===== src/logic/spl_map.svh =====
// Purpose: Offsets, field positions, reset values and timing figures of the port lock block.
// Assumes: Register addresses are 16 bits wide and registers are 8 bits wide.
// Notes: Definitions only; included by the design modules, not by the package.
`ifndef SPL_MAP_SVH
`define SPL_MAP_SVH

// Register addresses.
`define SPL_ADDR_LPO_LEVEL 16'hec00
`define SPL_ADDR_REF_PORT_CFG 16'hec01

// Reset values.
`define SPL_RST_LPO_LEVEL 8'h07
`define SPL_RST_REF_PORT_CFG 8'h00

// Field positions in the low-power overcurrent level register.
`define SPL_THR_LSB 0
`define SPL_THR_MSB 2
`define SPL_LINE_LSB 3
`define SPL_LINE_MSB 7

// Field positions in the reference and port configuration register.
`define SPL_EXTREF_BIT 0
`define SPL_LOCK_BIT 1

// The threshold is full scale times the field over eight, a shift by three.
`define SPL_THR_SHIFT 3

// Number of slave-select toggles that switches the host port to SPI.
`define SPL_SS_TOGGLES 3

// One line period is a fiftieth of a second, given here in microseconds.
`define SPL_LINE_PERIOD_US 20000
`define SPL_CLK_PERIOD_NS 10

`endif


===== src/logic/spl_pkg.sv =====
// Purpose: Types shared by the port lock block.
// Assumes: Field layouts follow spl_map.svh.
// Notes: Struct layouts mirror the register bit order, msb first.
package spl_pkg;

  // Phase voltage used as time base for the harmonic calculations.
  typedef enum logic [1:0] {
    SPL_PH_A,
    SPL_PH_B,
    SPL_PH_C
  } spl_phase_t;

  // Active host serial port.
  typedef enum logic {
    SPL_PORT_I2C,
    SPL_PORT_SPI
  } spl_port_t;

  // Low-power overcurrent level register layout.
  typedef struct packed {
    logic [4:0] line_count;
    logic [2:0] threshold;
  } spl_lpo_level_t;

  // Reference and port configuration register layout.
  typedef struct packed {
    logic [5:0] reserved;
    logic port_lock;
    logic ext_ref;
  } spl_ref_port_cfg_t;

  // Register access request from the serial-port front end.
  typedef struct packed {
    logic wr;
    logic rd;
    logic [15:0] addr;
    logic [7:0] wdata;
  } spl_reg_req_t;

endpackage


===== src/logic/spl_port_select.sv =====
// Purpose: Chooses between the I2C and SPI host ports and holds the port lock.
// Assumes: ss_level is already synchronised to clk.
// Notes: The lock clears only on reset, so power-mode changes keep the choice.
`timescale 1ns/1ps
`include "spl_map.svh"
module spl_port_select
  import spl_pkg::*;
(
  // Clock and reset.
  input wire logic clk,
  input wire logic rst_n,
  // Synchronised slave-select level and configuration write.
  input wire logic ss_level,
  input wire logic cfg_wr,
  input wire logic cfg_lock_bit,
  // Port state.
  output spl_port_t port_reg,
  output logic locked_reg
);

  spl_port_t port_next; // Next active port.
  logic locked_next; // Next lock state.
  logic ss_prev_reg; // Previous slave-select level, for edge detection.
  logic [1:0] toggle_cnt_reg; // Falling edges seen so far.
  logic [1:0] toggle_cnt_next;
  logic ss_fall; // One-cycle falling edge of the slave-select pin.

  assign ss_fall = ss_prev_reg && !ss_level;

  // Next-state logic for port choice, toggle count and lock.
  always_comb begin
    port_next = port_reg;
    locked_next = locked_reg;
    toggle_cnt_next = toggle_cnt_reg;
    case (port_reg)
      SPL_PORT_I2C: begin
        // Toggles count only while unlocked; a locked I2C port ignores the pin.
        if (!locked_reg && ss_fall) begin
          if (toggle_cnt_reg == 2'(`SPL_SS_TOGGLES - 1)) begin
            port_next = SPL_PORT_SPI;
          end else begin
            toggle_cnt_next = toggle_cnt_reg + 2'h1;
          end
        end
        // The host locks the I2C port by writing the lock bit as one.
        if (cfg_wr && cfg_lock_bit) begin
          locked_next = 1'b1;
        end
      end
      SPL_PORT_SPI: begin
        // Any configuration write over SPI locks the port, whatever the data.
        if (cfg_wr) begin
          locked_next = 1'b1;
        end
      end
      default: begin
        port_next = SPL_PORT_I2C;
      end
    endcase
  end

  // State registers; nothing but reset can unlock the port.
  always_ff @(posedge clk) begin
    if (!rst_n) begin
      port_reg <= SPL_PORT_I2C;
      locked_reg <= 1'b0;
      toggle_cnt_reg <= 2'h0;
      ss_prev_reg <= 1'b1;
    end else begin
      port_reg <= port_next;
      locked_reg <= locked_next;
      toggle_cnt_reg <= toggle_cnt_next;
      ss_prev_reg <= ss_level;
    end
  end
endmodule


===== src/logic/spl_config.sv =====
// Purpose: Low-power overcurrent and reference/port configuration registers.
// Assumes: Register requests come from the active serial-port front end on clk.
// Notes: The slave-select pin is asynchronous and passes two flip-flops first.
//
// Overview of operation
// - Time base code 00 selects phase A.
// - Codes 01 B, 10 C, 11 also C.
// - Threshold is full scale times field/8.
// - Measurement period is (line count+1)/50 seconds.
// - Reference bit 0 internal, 1 external.
// - Three slave-select toggles unlocked switch to SPI.
// - I2C locked by bit; toggles then ignored.
// - Any write to the reference/port register over SPI locks the port.
// - Locked port survives power mode changes.
`timescale 1ns/1ps
`include "spl_map.svh"
module spl_config
  import spl_pkg::*;
#(
  parameter int FS_W = 24,
  parameter logic [FS_W-1:0] FULL_SCALE = 24'hff_ffff,
  parameter int LINE_PERIOD_CYCLES = `SPL_LINE_PERIOD_US * 1000 / `SPL_CLK_PERIOD_NS
)
(
  // Clock and reset.
  input wire logic clk,
  input wire logic rst_n,
  // Register access from the serial-port front end.
  input wire spl_reg_req_t req,
  output logic [7:0] rdata_reg,
  output logic rvalid_reg,
  // Host-port pins and state.
  input wire logic slave_select_pin,
  input wire logic [1:0] power_modes,
  output spl_port_t port_reg,
  output logic port_locked_reg,
  // Harmonic time base selection.
  input wire logic [1:0] harmonic_timebase_phase_sel,
  output spl_phase_t timebase_phase_reg,
  // Overcurrent and reference outputs.
  output logic [FS_W-1:0] lp_threshold_reg,
  output logic lp_period_tick_reg,
  output logic external_reference_select_reg
);

  spl_lpo_level_t lpo_reg; // Low-power overcurrent level register.
  spl_lpo_level_t lpo_next;
  logic ext_ref_next; // Next reference select.
  logic [7:0] rdata_next;
  logic rvalid_next;
  spl_phase_t phase_next;
  logic [FS_W-1:0] thr_next;
  logic [FS_W+2:0] thr_prod; // Full scale times field, before the divide.
  logic [31:0] cyc_cnt_reg; // Cycles within one line period.
  logic [31:0] cyc_cnt_next;
  logic [4:0] line_cnt_reg; // Completed line periods in this measurement.
  logic [4:0] line_cnt_next;
  logic tick_next;
  logic ss_meta_reg; // First synchroniser stage; read only by ss_sync_reg.
  logic ss_sync_reg; // Second synchroniser stage.
  logic lpo_wr; // Write strobe for the overcurrent level register.
  logic cfg_wr; // Write strobe for the reference and port register.

  // Maps the time base code onto a phase; the reserved code falls to C.
  function automatic spl_phase_t decode_phase(input logic [1:0] code);
    case (code)
      2'h0: decode_phase = SPL_PH_A;
      2'h1: decode_phase = SPL_PH_B;
      default: decode_phase = SPL_PH_C;
    endcase
  endfunction

  assign lpo_wr = req.wr && req.addr == `SPL_ADDR_LPO_LEVEL;
  assign cfg_wr = req.wr && req.addr == `SPL_ADDR_REF_PORT_CFG;

  // Power-mode changes do not reach the port selector at all, so they cannot disturb it.
  spl_port_select u_sel (
    .clk(clk),
    .rst_n(rst_n),
    .ss_level(ss_sync_reg),
    .cfg_wr(cfg_wr),
    .cfg_lock_bit(req.wdata[`SPL_LOCK_BIT]),
    .port_reg(port_reg),
    .locked_reg(port_locked_reg)
  );

  // Register writes and reads; unmapped reads answer zero.
  always_comb begin
    lpo_next = lpo_reg;
    ext_ref_next = external_reference_select_reg;
    rdata_next = 8'h00;
    rvalid_next = req.rd;
    if (lpo_wr) begin
      lpo_next = req.wdata;
    end
    if (cfg_wr) begin
      ext_ref_next = req.wdata[`SPL_EXTREF_BIT];
    end
    if (req.rd) begin
      case (req.addr)
        `SPL_ADDR_LPO_LEVEL: rdata_next = lpo_reg;
        `SPL_ADDR_REF_PORT_CFG: begin
          // The lock bit reads back the lock state, not the last written value.
          rdata_next = {6'h00, port_locked_reg, external_reference_select_reg};
        end
        default: rdata_next = 8'h00;
      endcase
    end
  end

  // Threshold and time base; a multiply then a shift avoids losing low bits.
  always_comb begin
    thr_prod = (FS_W+3)'(FULL_SCALE) * (FS_W+3)'(lpo_reg.threshold);
    thr_next = thr_prod[FS_W+2:`SPL_THR_SHIFT];
    phase_next = decode_phase(harmonic_timebase_phase_sel);
  end

  // Measurement period: line count plus one periods of a fiftieth of a second.
  always_comb begin
    cyc_cnt_next = cyc_cnt_reg + 32'h1;
    line_cnt_next = line_cnt_reg;
    tick_next = 1'b0;
    if (cyc_cnt_reg == 32'(LINE_PERIOD_CYCLES - 1)) begin
      cyc_cnt_next = 32'h0;
      if (line_cnt_reg >= lpo_reg.line_count) begin
        line_cnt_next = 5'h0;
        tick_next = 1'b1;
      end else begin
        line_cnt_next = line_cnt_reg + 5'h1;
      end
    end
  end

  // All state registers of the block outside the port selector.
  always_ff @(posedge clk) begin
    if (!rst_n) begin
      lpo_reg <= `SPL_RST_LPO_LEVEL;
      external_reference_select_reg <= 1'b0;
      rdata_reg <= 8'h00;
      rvalid_reg <= 1'b0;
      lp_threshold_reg <= '0;
      timebase_phase_reg <= SPL_PH_A;
      cyc_cnt_reg <= 32'h0;
      line_cnt_reg <= 5'h0;
      lp_period_tick_reg <= 1'b0;
      ss_meta_reg <= 1'b1;
      ss_sync_reg <= 1'b1;
    end else begin
      lpo_reg <= lpo_next;
      external_reference_select_reg <= ext_ref_next;
      rdata_reg <= rdata_next;
      rvalid_reg <= rvalid_next;
      lp_threshold_reg <= thr_next;
      timebase_phase_reg <= phase_next;
      cyc_cnt_reg <= cyc_cnt_next;
      line_cnt_reg <= line_cnt_next;
      lp_period_tick_reg <= tick_next;
      ss_meta_reg <= slave_select_pin;
      ss_sync_reg <= ss_meta_reg;
    end
  end
endmodule


===== config.mk =====
export PLATFORM = sky130hd
export DESIGN_NAME = spl_config
export DESIGN_NICKNAME = d
export VERILOG_FILES = /design/src/logic/spl_pkg.sv /design/src/logic/spl_port_select.sv /design/src/logic/spl_config.sv
export VERILOG_INCLUDE_DIRS = /design/src /design/src/logic
export SDC_FILE = /design/constraint.sdc
export NUM_CORES = 1
export LEC_CHECK = 0
export ABC_AREA = 1
export BUFFER_PORTS_ARGS = -buffer_cell sky130_fd_sc_hd__buf_2
export CORE_ASPECT_RATIO = 1.25
export CORE_MARGIN = 2
export CORE_UTILIZATION = 56
export CTS_CLUSTER_SIZE = 28
export DETAILED_ROUTE_END_ITERATION = 10
export PLACE_DENSITY = 0.78
export SLEW_MARGIN = 20
export SYNTH_ARGS = -nofsm -noshare
export SYNTH_HDL_FRONTEND = slang
export SYNTH_HIERARCHICAL = 1
export SYNTH_SLANG_ARGS = --single-unit

===== constraint.sdc =====
create_clock -name clk -period 6.3 [get_ports clk]
set_clock_uncertainty 0.1 [all_clocks]
set_input_delay 1.26 -clock clk [delete_from_list [all_inputs] [get_ports clk]]
set_output_delay 1.26 -clock clk [all_outputs]
set_load 0.02 [all_outputs]

==> flow_metrics.tcl, run 1 <==
set metrics [dict create \
    outcome "completed" \
    grt-ovfl-total 0 \
    mappedNetlistNets 683 \
    grt_pass1_wl_um 15600 \
    drt_pre_antenna_iters 5 \
    post-synth-top-count-cell "nand2_1" \
    synth_top_area_cell "dfxtp_1" \
    synth_warnings 6 \
    power.ir.vdd_worst_v 0.000148 \
    clock_latency_of_the_later_clocked_register_in_the_worst_skew_pair_ns 0.36 \
    wirelength_um 9250 \
    crit_chain "inv_1 -> fa_1 -> inv_1 -> ha_1 -> ha_1 -> nor2_1 -> fa_1 -> inv_1 -> ha_1 -> nor2_1 -> o21ai_0 -> a21oi_1" \
    die_width_um 83.4 \
    worst_ep_arrival_time_ns 3.91 \
    start_kind "register" \
    setup.worst_path.end_class "register" \
    largest_reg_flops 32 \
    cts_root_buffer "clkbuf_8" \
    rrSetupSlack_ns 2.58 \
    first_iter_violations 218 \
    initial_antenna_violation_count 0 \
    synth.top_cell.area_share_pct 37.7 \
    max_stage_delay_ns 0.83 \
    finalWorstPathRequiredPeriod_ns 3.72 \
    via_count 3937 \
    synth_area_mm2 0.00441 \
    routed_via_density 5.03 \
    grt_setup_unrepaired "no" \
    total_of_flip_flops_plus_latches_after_synthesis 83 \
    power_frac_clock_pct 37.2 \
    cts_tree "yes" \
    combinational_cell_fraction_of_total_power_pct 5.8 \
    clock-sinks 83 \
    timing_worst_slew_pin_value_ns 0.608 \
    leakage_power_uw 0.00218 \
    detailed_place_hpwl_um 7000 \
    worst_r2r_path_depth 12 \
    setup.worst_path.class "reg2reg" \
    setup_tns_ns 0 \
    pwr-share-seq_pct 57.0 \
    slew_headroom_pct 59.5 \
    synth_seq_area_share_pct 37.7 \
    max_freq_mhz 269 \
    timing.critical_path.fanout_max 10 \
    cts_resized 0 \
    globalplace.congestion 0.884 \
    fin_crit_sh_pct 59.1 \
    crit-reg2reg-capture "lp_threshold_reg[15]" \
    row_count 36 \
    clock_path_buffers 2 \
    post_synth_main_area_contributors "dfxtp_1, nand2_1, nor2_1, inv_1, ha_1" \
    p_sw_share_pct 24.2 \
    cellInternalPower_uw 715 \
    clk_transition_reported_paths_ns 0.08 \
    pin_count 72 \
    wl_per_cell_um 11.8 \
    drcViolationCount 0 \
    syn_to_final_growth_pct 12.1 \
    floorplan.die_area_mm2 0.00860 \
    design.core.area_mm2 0.00770 \
    die_y_um 103 \
    number_of_distinct_standard_cells_referenced_by_the_synthesized_netlist 30 \
    crit_slowest_cell "fa_1" \
    port_buffers 69 \
    start_util_pct 57.2 \
    drtAntennaViolNets 0 \
    synth_enable_flop_cells 0 \
    syn_inst 619 \
    critPathLaunch "lpo_reg[0]" \
    synth_async_sr_flop_share_pct 0 \
    cts_stage_hold_buffer_count 0 \
    yosys_most_used_dff "dfxtp_1" \
    rr_startpoint "lpo_reg[0]" \
    layout_cell_share_with_drive_strength_beyond_1_pct 15.1 \
    grt_max_degree 35 \
    grt_use_total_pct 22.5 \
    synthTopCellsByCount "nand2_1, nor2_1, dfxtp_1, inv_1, nand3_1" \
    p_per_area_mw_per_mm2 191 \
    cp_data_required_time_ns 6.49 \
    worst_hold_path_type "reg2reg" \
    number_of_max_cap_violations 0 \
    post_cts_buffers 0 \
    antenna_cells 0 \
    setup-violations-final 0 \
    final.fill_count 682 \
    tritoncts.num_buffers 9 \
    total_power_of_the_final_layout_uw 944 \
    number_of_global_route_vias_before_repair 3617 \
    final-max-slew-violation-count 0 \
    cts-htree-levels 3 \
    switchingPower_uw 228 \
    worst_hold_startpoint "ss_meta_reg" \
    fin_nets 747 \
    cp-endpoint "lp_threshold_reg[15]" \
    syn_avg_cell_area_um2 7.12 \
    timing_hold_violations_final 0 \
]
power by group through the flow:
stage,Combinational [uW],Clock (uW),Sequential [uW]
2_1_floorplan,27.7,0,559
3_3_place_gp,53.6,0,550
3_5_place_dp,54.8,0,551
4_1_cts,55.1,361,538
5_1_grt,60.6,381,539
6_report,54.4,351,538
layout make-up:
type | count | area (um^2) | area share (%)
clock buffers | 11 | 151 | 3.06
inverters | 77 | 289 | 5.85
flip-flops and latches | 83 | 1660 | 33.6
well taps | 95 | 119 | 2.40
clock inverters | 5 | 27.5 | 0.557
repair buffers | 69 | 345 | 6.99
multi-input cells | 443 | 2350 | 47.5
worst max-delay path, delay by kind of cell (launching register included):
| family | cells | cell delay [ns] |
|---|---|---|
| flip-flops | 1 | 0.44 |
| adder cells (fa/ha/maj) | 5 | 2.02 |
| AND/OR/NAND/NOR | 2 | 0.39 |
| buffers and inverters | 3 | 0.45 |
| AO/OA/AOI/OAI | 2 | 0.24 |
worst min-delay path by stage:
stage / to / slack [ns] / cells after the start
after floorplan: ss_sync_reg / 0.29 / 1
after global placement: ss_sync_reg / 0.29 / 1
after detailed placement: ss_sync_reg / 0.30 / 1
after CTS: ss_sync_reg / 0.32 / 1
after global routing: ss_sync_reg / 0.34 / 1
final: ss_sync_reg / 0.32 / 1
per-stage QoR:
| stage | util (%) | cell area, um^2 | hold slack [ns] | cells | setup WS, ns |
|---|---|---|---|---|---|
| 2_1_floorplan | - | 4410 | 0.293 | 619 | 3.01 |
| 3_3_place_gp | 61.9 | 4760 | 0.295 | 767 | 2.71 |
| 3_5_place_dp | 61.9 | 4760 | 0.301 | 767 | 2.56 |
| 4_1_cts | 64.2 | 4940 | 0.320 | 783 | 2.53 |
| 5_1_grt | 64.2 | 4940 | 0.340 | 783 | 2.20 |
| 6_report | 64.2 | 4940 | 0.316 | 783 | 2.58 |
layout by cell type (no fill, tap or decap), types with 7 or more instances in the layout:
cell type and count:
nand2_1 154, nor2_1 107, dfxtp_1 83, inv_1 76, buf_2 69, nand3_1 40
a21oi_1 36, ha_1 20, nand4_1 17, fa_1 11, clkbuf_8 11, o21ai_0 9
nor3_1 8, xor2_1 7, xnor2_1 7
kinds of logic after synthesis:
family | share of synthesized area [%]
buffers and inverters | 9.00
adders and majority gates | 10.7
and+or+nand+nor | 34.1
xor gates and xnor gates | 2.78
AOI/OAI and AO/OA | 5.76
DFF | 37.7
per-layer routing:
metal	vias up	wire [um]	track usage, %
li1	2047	-	-
met1	1796	3860	24.7
met2	78	4790	42.0
met3	16	357	5.00
met4	0	244	10.2
met5	-	0	0
(Power assumes the default switching activity.)
==> run 2: changes to the inputs <==
Clock period 6.3 ns to 3.8 ns, I/O delays scaled along.
==> flow_metrics.tcl, run 2 (synthesis results as in run 1) <==
set metrics [dict create \
    setup.worst_path.class "reg2reg" \
    worst_hold_path_type "reg2reg" \
    crit_slowest_cell "fa_1" \
    setup.worst_path.end_class "register" \
    post_cts_buffers 0 \
    cp_num_buf_inv 4 \
    layout_cell_share_with_drive_strength_beyond_1_pct 14.6 \
    globalplace.congestion 0.917 \
    antenna_cells 0 \
    cts-htree-levels 3 \
    slew_headroom_pct 62.3 \
    row_count 36 \
    switchingPower_uw 348 \
    layout.cells.most_common_list "nand2_1, nor2_1, dfxtp_1" \
    grt_pass1_wl_um 15600 \
    wl_per_cell_um 11.8 \
    path_delay_family "adder cells" \
    drtAntennaViolNets 0 \
    grt_max_degree 33 \
    final-max-slew-violation-count 0 \
    crit_chain "inv_1 -> fa_1 -> buf_4 -> inv_1 -> ha_1 -> ha_1 -> nor2_1 -> fa_1 -> inv_1 -> ha_1 -> nor2_1 -> o21ai_0 -> a21oi_1" \
    die_width_um 83.4 \
    fin_crit_sh_pct 91.2 \
    port_buffers 69 \
    setup-violations-final 0 \
    die_y_um 103 \
    cts_root_buffer "clkbuf_8" \
    setup_tns_ns 0 \
    finalWorstPathRequiredPeriod_ns 3.46 \
    largest_reg_flops 32 \
    tritoncts.num_buffers 9 \
    clock_path_buffers 2 \
    first_iter_violations 201 \
    p_per_area_mw_per_mm2 307 \
    worst_ep_arrival_time_ns 3.65 \
    max_freq_mhz 289 \
    pin_count 72 \
    grt_setup_unrepaired "no" \
    syn_to_final_growth_pct 11.8 \
    start_util_pct 57.2 \
    initial_antenna_violation_count 0 \
    wirelength_um 9220 \
    detailed_place_hpwl_um 7170 \
    cellInternalPower_uw 1160 \
    final.fill_count 714 \
    drt_pre_antenna_iters 4 \
    cp_data_required_time_ns 3.98 \
    cts_resized 0 \
    grt-ovfl-total 0 \
    total_power_of_the_final_layout_uw 1510 \
    pwr-share-seq_pct 59.0 \
    grt_use_total_pct 22.4 \
    via_count 3937 \
    max_stage_delay_ns 0.56 \
    routed_via_density 5.03 \
    clock-sinks 83 \
    clock_latency_of_the_later_clocked_register_in_the_worst_skew_pair_ns 0.36 \
    drcViolationCount 0 \
    number_of_max_cap_violations 0 \
    layout_commonest_cell "nand2_1" \
    cts_tree "yes" \
    timing_hold_violations_final 0 \
    number_of_global_route_vias_before_repair 3731 \
    design.core.area_mm2 0.00770 \
    timing.critical_path.fanout_max 10 \
    fin_nets 749 \
    cts_stage_hold_buffer_count 0 \
    combinational_cell_fraction_of_total_power_pct 6.0 \
    leakage_power_uw 0.00217 \
    floorplan.die_area_mm2 0.00860 \
    clk_transition_reported_paths_ns 0.07 \
    timing_worst_slew_pin_value_ns 0.563 \
    p_sw_share_pct 23.0 \
    outcome "completed" \
    start_kind "register" \
    power.ir.vdd_worst_v 0.000197 \
    final_area_mm2 0.00493 \
    placed_cell_area_mm2 0.00478 \
    power_frac_clock_pct 35.0 \
]
## run 2: cell types whose count changed in the layout (fill, tap and decap cells not counted)
cell	before	now
buf_4	0	2
clkbuf_1	0	3
clkinvlp_4	1	0
clkbuf_8	11	10
clkinv_2	4	0
## run 2: per-stage QoR
step           util, %  hold slack, ns  setup WS [ns]  std cells
2_1_floorplan        -           0.293          0.514        619
3_3_place_gp      62.1           0.297          0.459        769
3_5_place_dp      62.1           0.302          0.349        769
6_report          64.0           0.315          0.336        782
5_1_grt           64.0           0.329         0.0521        782
4_1_cts           64.0           0.318          0.308        782
## run 2: area by class of cell
class                           instances  area (um^2)  share of cell area, %
Multi-Input combinational cell        443         2350                   47.7
Sequential cell                        83         1660                   33.7
Timing Repair Buffer                   71          360                   7.31
Inverter                               77          289                   5.86
Clock buffer                           13          149                   3.02
Tap cell                               95          119                   2.41
## run 2: worst reg2reg max path: stages (launching register included)
cell,delay [ns]
dfxtp_1,0.43
inv_1,0.11
fa_1,0.56
buf_4,0.18
inv_1,0.18
ha_1,0.49
ha_1,0.27
nor2_1,0.25
fa_1,0.22
inv_1,0.06
ha_1,0.19
nor2_1,0.14
o21ai_0,0.09
a21oi_1,0.12
## run 2: final timing paths
kind | to | cells past startpoint | slack (ns) | startpoint
max | lp_threshold_reg[15] | 13 | 0.34 | lpo_reg[0]
min | ss_sync_reg | 1 | 0.31 | ss_meta_reg
max reg2reg | lp_threshold_reg[15] | 13 | 0.34 | lpo_reg[0]
min reg2reg | ss_sync_reg | 1 | 0.31 | ss_meta_reg
## run 2: power by group through the flow
| stage | combinational [uW] | clock [uW] | sequential [uW] |
|---|---|---|---|
| 3_5_place_dp | 92.1 | 0 | 913 |
| 3_3_place_gp | 89.4 | 0 | 912 |
| 6_report | 91.2 | 529 | 892 |
| 4_1_cts | 92.2 | 546 | 893 |
| 5_1_grt | 102 | 572 | 894 |
| 2_1_floorplan | 45.9 | 0 | 927 |
## run 2: layer usage
metal  track usage (%)  wire length, um  share of wire (%)
met4              12.2              308                3.3
met2              41.7             4690                 51
met5                 0                0                  0
met3              5.16              372                4.0
met1              23.8             3850                 42
